<file path="src/hdl/bcrc_pkg.sv">
// Package for the byte CRC16 generator: register map, reset values, polynomials.
// Assumes a 32-bit APB slave with one aligned word per register.
package bcrc_pkg;
	// ==========================================================
	// Register byte addresses
	localparam logic [7:0] BCRC_OFF_CTRL = 8'h00; // Polynomial control
	localparam logic [7:0] BCRC_OFF_INPUT = 8'h04; // Byte input
	localparam logic [7:0] BCRC_OFF_LOW = 8'h08; // Checksum low byte
	localparam logic [7:0] BCRC_OFF_HIGH = 8'h0C; // Checksum high byte
	// ==========================================================
	// Field positions and reset values
	localparam int BCRC_POLYNOMIAL_SELECT_BIT = 0; // Polynomial select position
	localparam logic [7:0] BCRC_RST_BYTE = 8'h00; // All registers reset to zero
	localparam logic [15:0] BCRC_RST_SUM = 16'h0000; // Checksum after reset
	// ==========================================================
	// Feedback constants
	localparam logic [15:0] BCRC_POLYNOMIAL_SELECT_CCITT = 16'h1021; // x16+x12+x5+1
	localparam logic [15:0] BCRC_POLYNOMIAL_SELECT_CRC16 = 16'h8005; // x16+x15+x2+1
	localparam int BCRC_STEPS = 8; // Bit steps per byte
	// ==========================================================
	// Update latency: one instruction cycle at 100 MHz
	localparam int BCRC_CYCLE_NS = 10; // Instruction cycle time, ns
	localparam int BCRC_CLK_NS = 10; // pclk period, ns
	localparam int BCRC_UPDATE_CYC = (BCRC_CYCLE_NS + BCRC_CLK_NS - 1) / BCRC_CLK_NS; // Longest wait in cycles
	// Polynomial choice
	typedef enum logic {
		BCRC_SEL_CCITT = 1'b0,
		BCRC_SEL_CRC16 = 1'b1
	} bcrc_sel_t;
	// APB request carried as one group
	typedef struct packed {
		logic sel;
		logic enable;
		logic write;
		logic [7:0] addr;
		logic [31:0] wdata;
	} bcrc_apb_req_t;
endpackage : bcrc_pkg

</file>
<file path="src/hdl/bcrc_step.sv">
// Combinational one-byte CRC fold: eight shift and feedback steps.
// Assumes the caller registers the result; no state here.
`timescale 1ns/1ps
module bcrc_step
	import bcrc_pkg::*;
#(
	parameter int STEPS = BCRC_STEPS
) (
	input wire logic [15:0] sum_in,
	input wire logic [7:0] data_in,
	input wire bcrc_sel_t polynomial_select_sel,
	output logic [15:0] sum_out
);
	// ==========================================================
	// Bit chain
	logic [15:0] stage [0:STEPS]; // Temporary value after each step
	logic [15:0] polynomial_select; // Selected feedback term
	// Feedback constant by select
	assign polynomial_select = (polynomial_select_sel == BCRC_SEL_CRC16) ? BCRC_POLYNOMIAL_SELECT_CRC16 : BCRC_POLYNOMIAL_SELECT_CCITT;
	// Byte folded into the high half first
	assign stage[0] = sum_in ^ {data_in, 8'h00};
	genvar gi;
	generate
		for (gi = 0; gi < STEPS; gi++) begin : g_step
			// Shift in zero, feed back when the top bit left was one
			assign stage[gi + 1] = {stage[gi][14:0], 1'b0} ^ (stage[gi][15] ? polynomial_select : 16'h0000);
		end
	endgenerate
	assign sum_out = stage[STEPS];
endmodule : bcrc_step

</file>
<file path="src/hdl/bcrc_top.sv">
// APB slave holding a byte-serial 16-bit CRC generator.
// Assumes an APB master on pclk; writes are zero wait state.
// Timing on the bus side:
// - every transfer has one setup cycle and one access cycle;
//   pready is a flip-flop that rises in the access cycle only
// - read data is captured at the setup edge, so the access
//   cycle already presents a settled register value
// - the fold is combinational and is stored at the same edge
//   that ends the write to the byte input, so the next read
//   of either checksum byte already sees the new value
// - a direct write to a checksum byte wins over a fold that
//   lands in the same cycle; with a single bus master the two
//   cannot meet, but the order keeps clearing always safe
// - writes with byte lane 0 off are dropped without an error
//
// Local design decisions: register access over APB and the address map.
`timescale 1ns/1ps
module bcrc_top
	import bcrc_pkg::*;
(
	input wire logic pclk,
	input wire logic presetn,
	input wire logic psel,
	input wire logic penable,
	input wire logic pwrite,
	input wire logic [7:0] paddr,
	input wire logic [31:0] pwdata,
	input wire logic [3:0] pstrb,
	output logic [31:0] prdata,
	output logic pready,
	output logic pslverr,
	output logic [15:0] checksum
);
	// ==========================================================
	// Bus decode
	// All strobes below are pure decode of the present bus cycle.
	// Writes act in the access cycle, reads are looked up in setup;
	// the slave never stretches a transfer, so there is no wait
	// state counter to keep in step with the master.
	bcrc_apb_req_t req; // Grouped request
	logic wr_acc; // Write access phase
	logic rd_setup; // Read setup phase
	logic wr_ctrl; // Write to control
	logic wr_input; // Write to byte input
	logic wr_low; // Write to low byte
	logic wr_high; // Write to high byte
	logic lane0; // Byte lane 0 enabled
	logic addr_ok; // Address is mapped
	assign req = '{sel: psel, enable: penable, write: pwrite, addr: paddr, wdata: pwdata};
	assign wr_acc = req.sel && req.enable && req.write;
	assign rd_setup = req.sel && !req.enable && !req.write;
	assign lane0 = pstrb[0];
	assign addr_ok = (req.addr == BCRC_OFF_CTRL) || (req.addr == BCRC_OFF_INPUT) ||
		(req.addr == BCRC_OFF_LOW) || (req.addr == BCRC_OFF_HIGH);
	assign wr_ctrl = wr_acc && lane0 && (req.addr == BCRC_OFF_CTRL);
	assign wr_input = wr_acc && lane0 && (req.addr == BCRC_OFF_INPUT);
	assign wr_low = wr_acc && lane0 && (req.addr == BCRC_OFF_LOW);
	assign wr_high = wr_acc && lane0 && (req.addr == BCRC_OFF_HIGH);
	// ==========================================================
	// Registers
	// Each register has its own process so that the priority of a
	// direct write over a fold is visible in one place per byte.
	// Everything resets to zero, which is also the value that
	// software loads before a new block.
	bcrc_sel_t polynomial_select_sel; // Polynomial select
	logic [7:0] crc_byte_input; // Last byte written
	logic [7:0] checksum_low_byte; // Running checksum low
	logic [7:0] checksum_high_byte; // Running checksum high
	logic [15:0] running_checksum; // Pair seen as one word
	logic [15:0] next_sum; // Folded result
	assign running_checksum = {checksum_high_byte, checksum_low_byte};
	// Fold engine works on the present sum and the incoming byte
	bcrc_step #(
		.STEPS(BCRC_STEPS)
	) u_step (
		.sum_in(running_checksum),
		.data_in(req.wdata[7:0]),
		.polynomial_select_sel(polynomial_select_sel),
		.sum_out(next_sum)
	);
	// Control register: only bit 0 is stored
	always_ff @(posedge pclk or negedge presetn) begin
		if (!presetn) begin
			polynomial_select_sel <= BCRC_SEL_CCITT;
		end else if (wr_ctrl) begin
			polynomial_select_sel <= bcrc_sel_t'(req.wdata[BCRC_POLYNOMIAL_SELECT_BIT]);
		end
	end
	// Input register keeps the byte for read-back
	always_ff @(posedge pclk or negedge presetn) begin
		if (!presetn) begin
			crc_byte_input <= BCRC_RST_BYTE;
		end else if (wr_input) begin
			crc_byte_input <= req.wdata[7:0];
		end
	end
	// Low checksum byte; a direct write wins over a fold
	always_ff @(posedge pclk or negedge presetn) begin
		if (!presetn) begin
			checksum_low_byte <= BCRC_RST_SUM[7:0];
		end else if (wr_low) begin
			checksum_low_byte <= req.wdata[7:0];
		end else if (wr_input) begin
			checksum_low_byte <= next_sum[7:0];
		end
	end
	// High checksum byte; same precedence as the low byte
	always_ff @(posedge pclk or negedge presetn) begin
		if (!presetn) begin
			checksum_high_byte <= BCRC_RST_SUM[15:8];
		end else if (wr_high) begin
			checksum_high_byte <= req.wdata[7:0];
		end else if (wr_input) begin
			checksum_high_byte <= next_sum[15:8];
		end
	end
	// ==========================================================
	// Read path: data captured in setup, no wait state on reads
	// so that prdata is a flip-flop and the access phase sees it
	always_ff @(posedge pclk or negedge presetn) begin
		if (!presetn) begin
			prdata <= 32'h0000_0000;
		end else if (rd_setup) begin
			unique case (req.addr)
				BCRC_OFF_CTRL: prdata <= {31'h0000_0000, polynomial_select_sel};
				BCRC_OFF_INPUT: prdata <= {24'h00_0000, crc_byte_input};
				BCRC_OFF_LOW: prdata <= {24'h00_0000, checksum_low_byte};
				BCRC_OFF_HIGH: prdata <= {24'h00_0000, checksum_high_byte};
				default: prdata <= 32'h0000_0000;
			endcase
		end
	end
	// Ready: high in every access phase cycle; the setup capture
	// already made the read data valid, so no extra wait is needed
	always_ff @(posedge pclk or negedge presetn) begin
		if (!presetn) begin
			pready <= 1'b0;
			pslverr <= 1'b0;
		end else begin
			pready <= req.sel && !req.enable;
			pslverr <= req.sel && !req.enable && !addr_ok;
		end
	end
	// Checksum mirror for the surrounding logic
	always_ff @(posedge pclk or negedge presetn) begin
		if (!presetn) begin
			checksum <= BCRC_RST_SUM;
		end else begin
			checksum <= {(wr_high ? req.wdata[7:0] : (wr_input ? next_sum[15:8] : checksum_high_byte)),
				(wr_low ? req.wdata[7:0] : (wr_input ? next_sum[7:0] : checksum_low_byte))};
		end
	end
	// ==========================================================
	// Checks
	localparam int BCRC_LAT = 1;
endmodule : bcrc_top

</file>
<file path="config.mk">
export PLATFORM = sky130hd
export DESIGN_NAME = bcrc_top
export DESIGN_NICKNAME = d
export VERILOG_FILES = /design/src/hdl/bcrc_pkg.sv /design/src/hdl/bcrc_step.sv /design/src/hdl/bcrc_top.sv
export SDC_FILE = /design/constraint.sdc
export NUM_CORES = 1
export LEC_CHECK = 0
export BUFFER_PORTS_ARGS = -buffer_cell sky130_fd_sc_hd__buf_2
export CORE_AREA = 2 2 72 74
export DETAILED_ROUTE_END_ITERATION = 16
export DIE_AREA = 0 0 74 76
export GPL_ROUTABILITY_DRIVEN = 1
export GPL_TIMING_DRIVEN = 0
export PLACE_DENSITY = 0.82
export RECOVER_POWER = 50
export REMOVE_ABC_BUFFERS = 1
export SLEW_MARGIN = 20
export SYNTH_ARGS = -nofsm -noshare
export SYNTH_HDL_FRONTEND = slang
export SYNTH_HIERARCHICAL = 1
export SYNTH_SLANG_ARGS = --single-unit
</file>
<file path="constraint.sdc">
create_clock -name pclk -period 5.8 [get_ports pclk]
set_input_delay 0.29 -clock pclk [delete_from_list [all_inputs] [get_ports pclk]]
set_output_delay 0.29 -clock pclk [all_outputs]
set_load 0.05 [all_outputs]
</file>
## Word level (Yosys, flattened, before mapping)

Index checks and enable logic that the tools add are counted.

- Add/sub/neg operators: 0
- $mul: 0
- Div/mod/pow operators: 0
- Order comparisons: 0
- Equality and inequality tests: 3
- Shifts and indexed selects: 0
- Multiplexer cells: 14
- Bitwise gates (word level): 9
- Reduce and logical (&&, ||, !) cells: 17

Operator list:

| cell | number |
|---|---|
| $mux W16 | 9 |
| $xor A16 B16 Y16 | 9 |
| $mux W8 | 4 |
| $pmux W8 S4 | 1 |
| $eq A8 B4 Y1 const B | 2 |
| $logic_and A1 B1 Y1 | 10 |
| $eq A8 B3 Y1 const B | 1 |
| $logic_not A8 Y1 | 1 |
| $logic_not A1 Y1 | 3 |
| $logic_or A1 B1 Y1 | 3 |

- Register bits: 75
- Latch bits: 0
- RAM bits: 0
- Memory bits (read-only): 0
- Input port bits: 49
- Memories kept: 0

## Logic depth before layout (Yosys ltp)

- Word-level depth: 19
- Gate-level depth with buffers: 7
- Depth with buffers taken out: 7

## By module

The synthesis kept the hierarchy.

By module, submodules not included:

| module | instances | cells each | area each (µm²) |
|---|---|---|---|
| bcrc_top | 1 | 156 | 1,863.0 |
| bcrc_step | 1 | 63 | 541.8 |

## Least setup slack after synthesis

OpenSTA, ideal clock, no wires.

- Path type: register to register
- Start: register checksum[13] (netlist name)
- End: register checksum[15]
- Library setup time: 0.125 ns
- Arrival time: 2.279 ns
- Required time: 5.675 ns
- Path slack: 3.396 ns
- Stages on the path, launching flop included: 8
- Buffers on the path: 0
- Clock period less this slack: 2.404 ns
- Cell sequence: dfrtp_1 -> xor2_1 -> xor2_1 -> or2b_2 -> mux2i_1 -> xnor2_1 -> mux2_2 -> mux2_2

RTL lines:

| what | RTL line | text |
|---|---|---|
| to (signal assigned) | bcrc_top.sv:149 | `checksum <= {(wr_high ? req.wdata[7:0] : (wr_input ? next_sum[15:8] : checksum_high_byte)),` |
| to (decl) | bcrc_top.sv:32 | `output logic [15:0] checksum` |

==> qor.yml <==
outcome: "complete, but fails checks"
violations: "max-capacitance violations, max-slew violations"
relSlewSlack_pct: -28.0
multi_input_area_um2: 1370
grt_pass1_wl_um: 8310
p_per_area_nw_per_um2: 208
wl_met3_um: 310
h-tree-depth: 2
drt_iter0_drc: 73
crit_path_cell_trace: "xor2_1 > xor2_1 > or2b_2 > mux2i_1 > xnor2_1 > mux2_2 > mux2_2"
nNetsFinal: 311
placement.io_buffers: 47
rsz0062_at_grt: "false"
crit_buf_inv: 0
post_cts_resized: 0
drive_gt1_share_pct: 33.5
rr_startpoint: "checksum[13]"
stdcell_count: 333
gp_congestion: 0.831
min_period_over_period_pct: 41.8
insertion_delay_ns: 0.29
leakagePower_nw: 1.25
cp_slowest_cell: "xor2_1"
ys_warn_count: 6
postCtsSetupBuffers: 0
wl_um: 5090
dieArea_um2: 5620
fin_crit_ns: 2.43
grt_max_degree: 36
cts_buffer_depth: 2
tns_ns: 0
fin_skew_ns: 0.00662
clk_transition_reported_paths_ns: 0.07
slowest_delay_ns: 0.47
synthesis.instances: 219
ys_ff_latch: 35
timing.fmax_mhz: 412
tightest_slew_ns: 1.92
startpoint: "checksum[13]"
syn_area_um2: 2400
numClockSinks: 35
first_pass_iters: 4
synthToLayoutAreaGrowth_pct: 9.89
synth.area.top_cells: "dfrtp_1 (36%), mux2_2 (15%), buf_4 (7.5%)"
ys_types: 32
die_x_um: 74
antenna_found_initial: 0
worstPathRequired_ns: 5.97
num_rows: 26
start_kind: "flip-flop"
holdBufCountCts: 0
io_pins: 99
grt_pass1_vias: 1673
ant_nets: 0
cp_max_fo: 5
wl_met2_um: 2510
dp.cells: 325
via_per_inst: 5.11
hp-start: "penable"
min_path_type: "primary input to flip-flop"
worstSetupEndpointType: "flip-flop"
synth_largest_area_cell: "dfrtp_1"
post-dp-hpwl_um: 3580
ir_drop_mv: 0.113
slew_violations: 36
cts_root_buffer: "clkbuf_8"
cts_made_buffers: 5
drc_errors: 0
track_usage_pct: 19.3
vias: 1700
seq_area_um2: 876
grt_overflow_total: 0
initial_core_util_pct: 49.0
core_um2: 4910
netlist.area_leader.share_pct: 36.4
cp.arrival_ns: 2.60
fillCellCount: 446
highest_layer: "met4"
cts_tree: "done"
critPathTopFamily: "XOR/XNOR gates"
drt-met1-wl_um: 2210
die_h_um: 76
finalSetupViolations: 0
ys_seq_area_share_pct: 36.4
wl_per_cell_um: 15.3
critPathKind: "flip-flop to flip-flop"
hold_violations: 0
n_antenna_cell: 0
maxCapViolations: 1
synth.avg_cell_area_um2: 11.0
report_power, final:
part | internal, W | switching [W] | total (W)
registers | 0.000247 | 0.00000302 | 0.000250
logic | 0.0000386 | 0.0000912 | 0.000130
clock network | 0.0000842 | 0.0000853 | 0.000170
per-stage QoR:
stage	setup slack [ns]	instance area, µm²	hold WS [ns]	power (W)	utilization [%]
global route	3.23	2640	0.207	0.000576	53.8
global placement	3.03	2590	0.412	0.000383	52.7
detailed placement	3.42	2590	0.421	0.000385	52.8
CTS	3.40	2670	0.109	0.000556	54.4
finish	3.37	2640	0.203	0.000549	53.8
floorplan	3.40	2270	-0.00559	0.000352	-
cells in the final DEF, fill, tap and decap left out, types with 5 or more instances in the layout:
master     instances
dfrtp_1           35
nor2_1             8
nand2_1           13
mux2_2            32
clkbuf_1          14
xnor2_2            5
o2bb2ai_1          8
o21ai_0           11
clkbuf_8           5
xor2_1            10
xnor2_1           17
conb_1            24
a22oi_1           15
buf_2             35
mux2i_1            5
cells in the mapped netlist:
cell type / count
xnor2_2: 5
nor4_4: 1
and4_1: 1
dfrtp_1: 35
nor2_1: 8
buf_4: 24
a21oi_1: 3
conb_1: 1
xnor2_4: 1
or3b_2: 1
a22oi_1: 15
o2111ai_1: 1
mux2i_1: 5
nand4b_1: 1
buf_2: 6
a21boi_0: 1
mux2_2: 32
nand3_1: 1
inv_1: 2
or2b_2: 1
nand2_1: 13
o2bb2ai_1: 8
clkbuf_1: 4
nor2b_1: 3
nand4_1: 1
xor2_1: 10
xor2_2: 3
o21ai_0: 11
mux4_2: 1
xnor2_1: 17
nand4_2: 2
nand2b_1: 1
sequential cells by signal, summed over array words and instances (netlist names):
name / flops
polynomial_select_sel: 1
crc_byte_input: 8
prdata: 8
pready: 1
pslverr: 1
checksum: 16
routing by layer:
metal	vias to the layer above	GRT usage [%]
met5	-	0
met3	6	5.42
met2	60	31.1
met1	824	25.2
met4	0	5.45
li1	810	-
cell families after synthesis:
logic type / Yosys count / synth area share (%)
AO/OA/AOI/OAI: 39 / 11.2
XOR/XNOR: 36 / 16.4
buffers and inverters: 36 / 9.68
flip-flops: 35 / 36.4
multiplexers: 38 / 18.0
other: 1 / 0.156
AND/OR/NAND/NOR: 34 / 8.17
final timing paths:
kind / depth (start not counted) / to / slack (ns)
worst min register to register: 2 / prdata[6] / 0.48
worst min-delay path: 2 / pready / 0.20
worst max register to register: 7 / checksum[15] / 3.37
worst max-delay path: 7 / checksum[15] / 3.37
min in group asynchronous: 1 / checksum[6] / 0.53
max in group asynchronous: 1 / checksum[15] / 4.16
area by class of cell:
class                           instances  area share, %
Clock buffer                            7           2.89
Clock inverter                          1          0.189
Inverter                                2          0.284
Multi-Input combinational cell        171           51.8
Sequential cell                        35           33.1
Tap cell                               70           3.31
Timing Repair Buffer                   47           8.33
No activity file was read; power rests on OpenSTA's default activity.
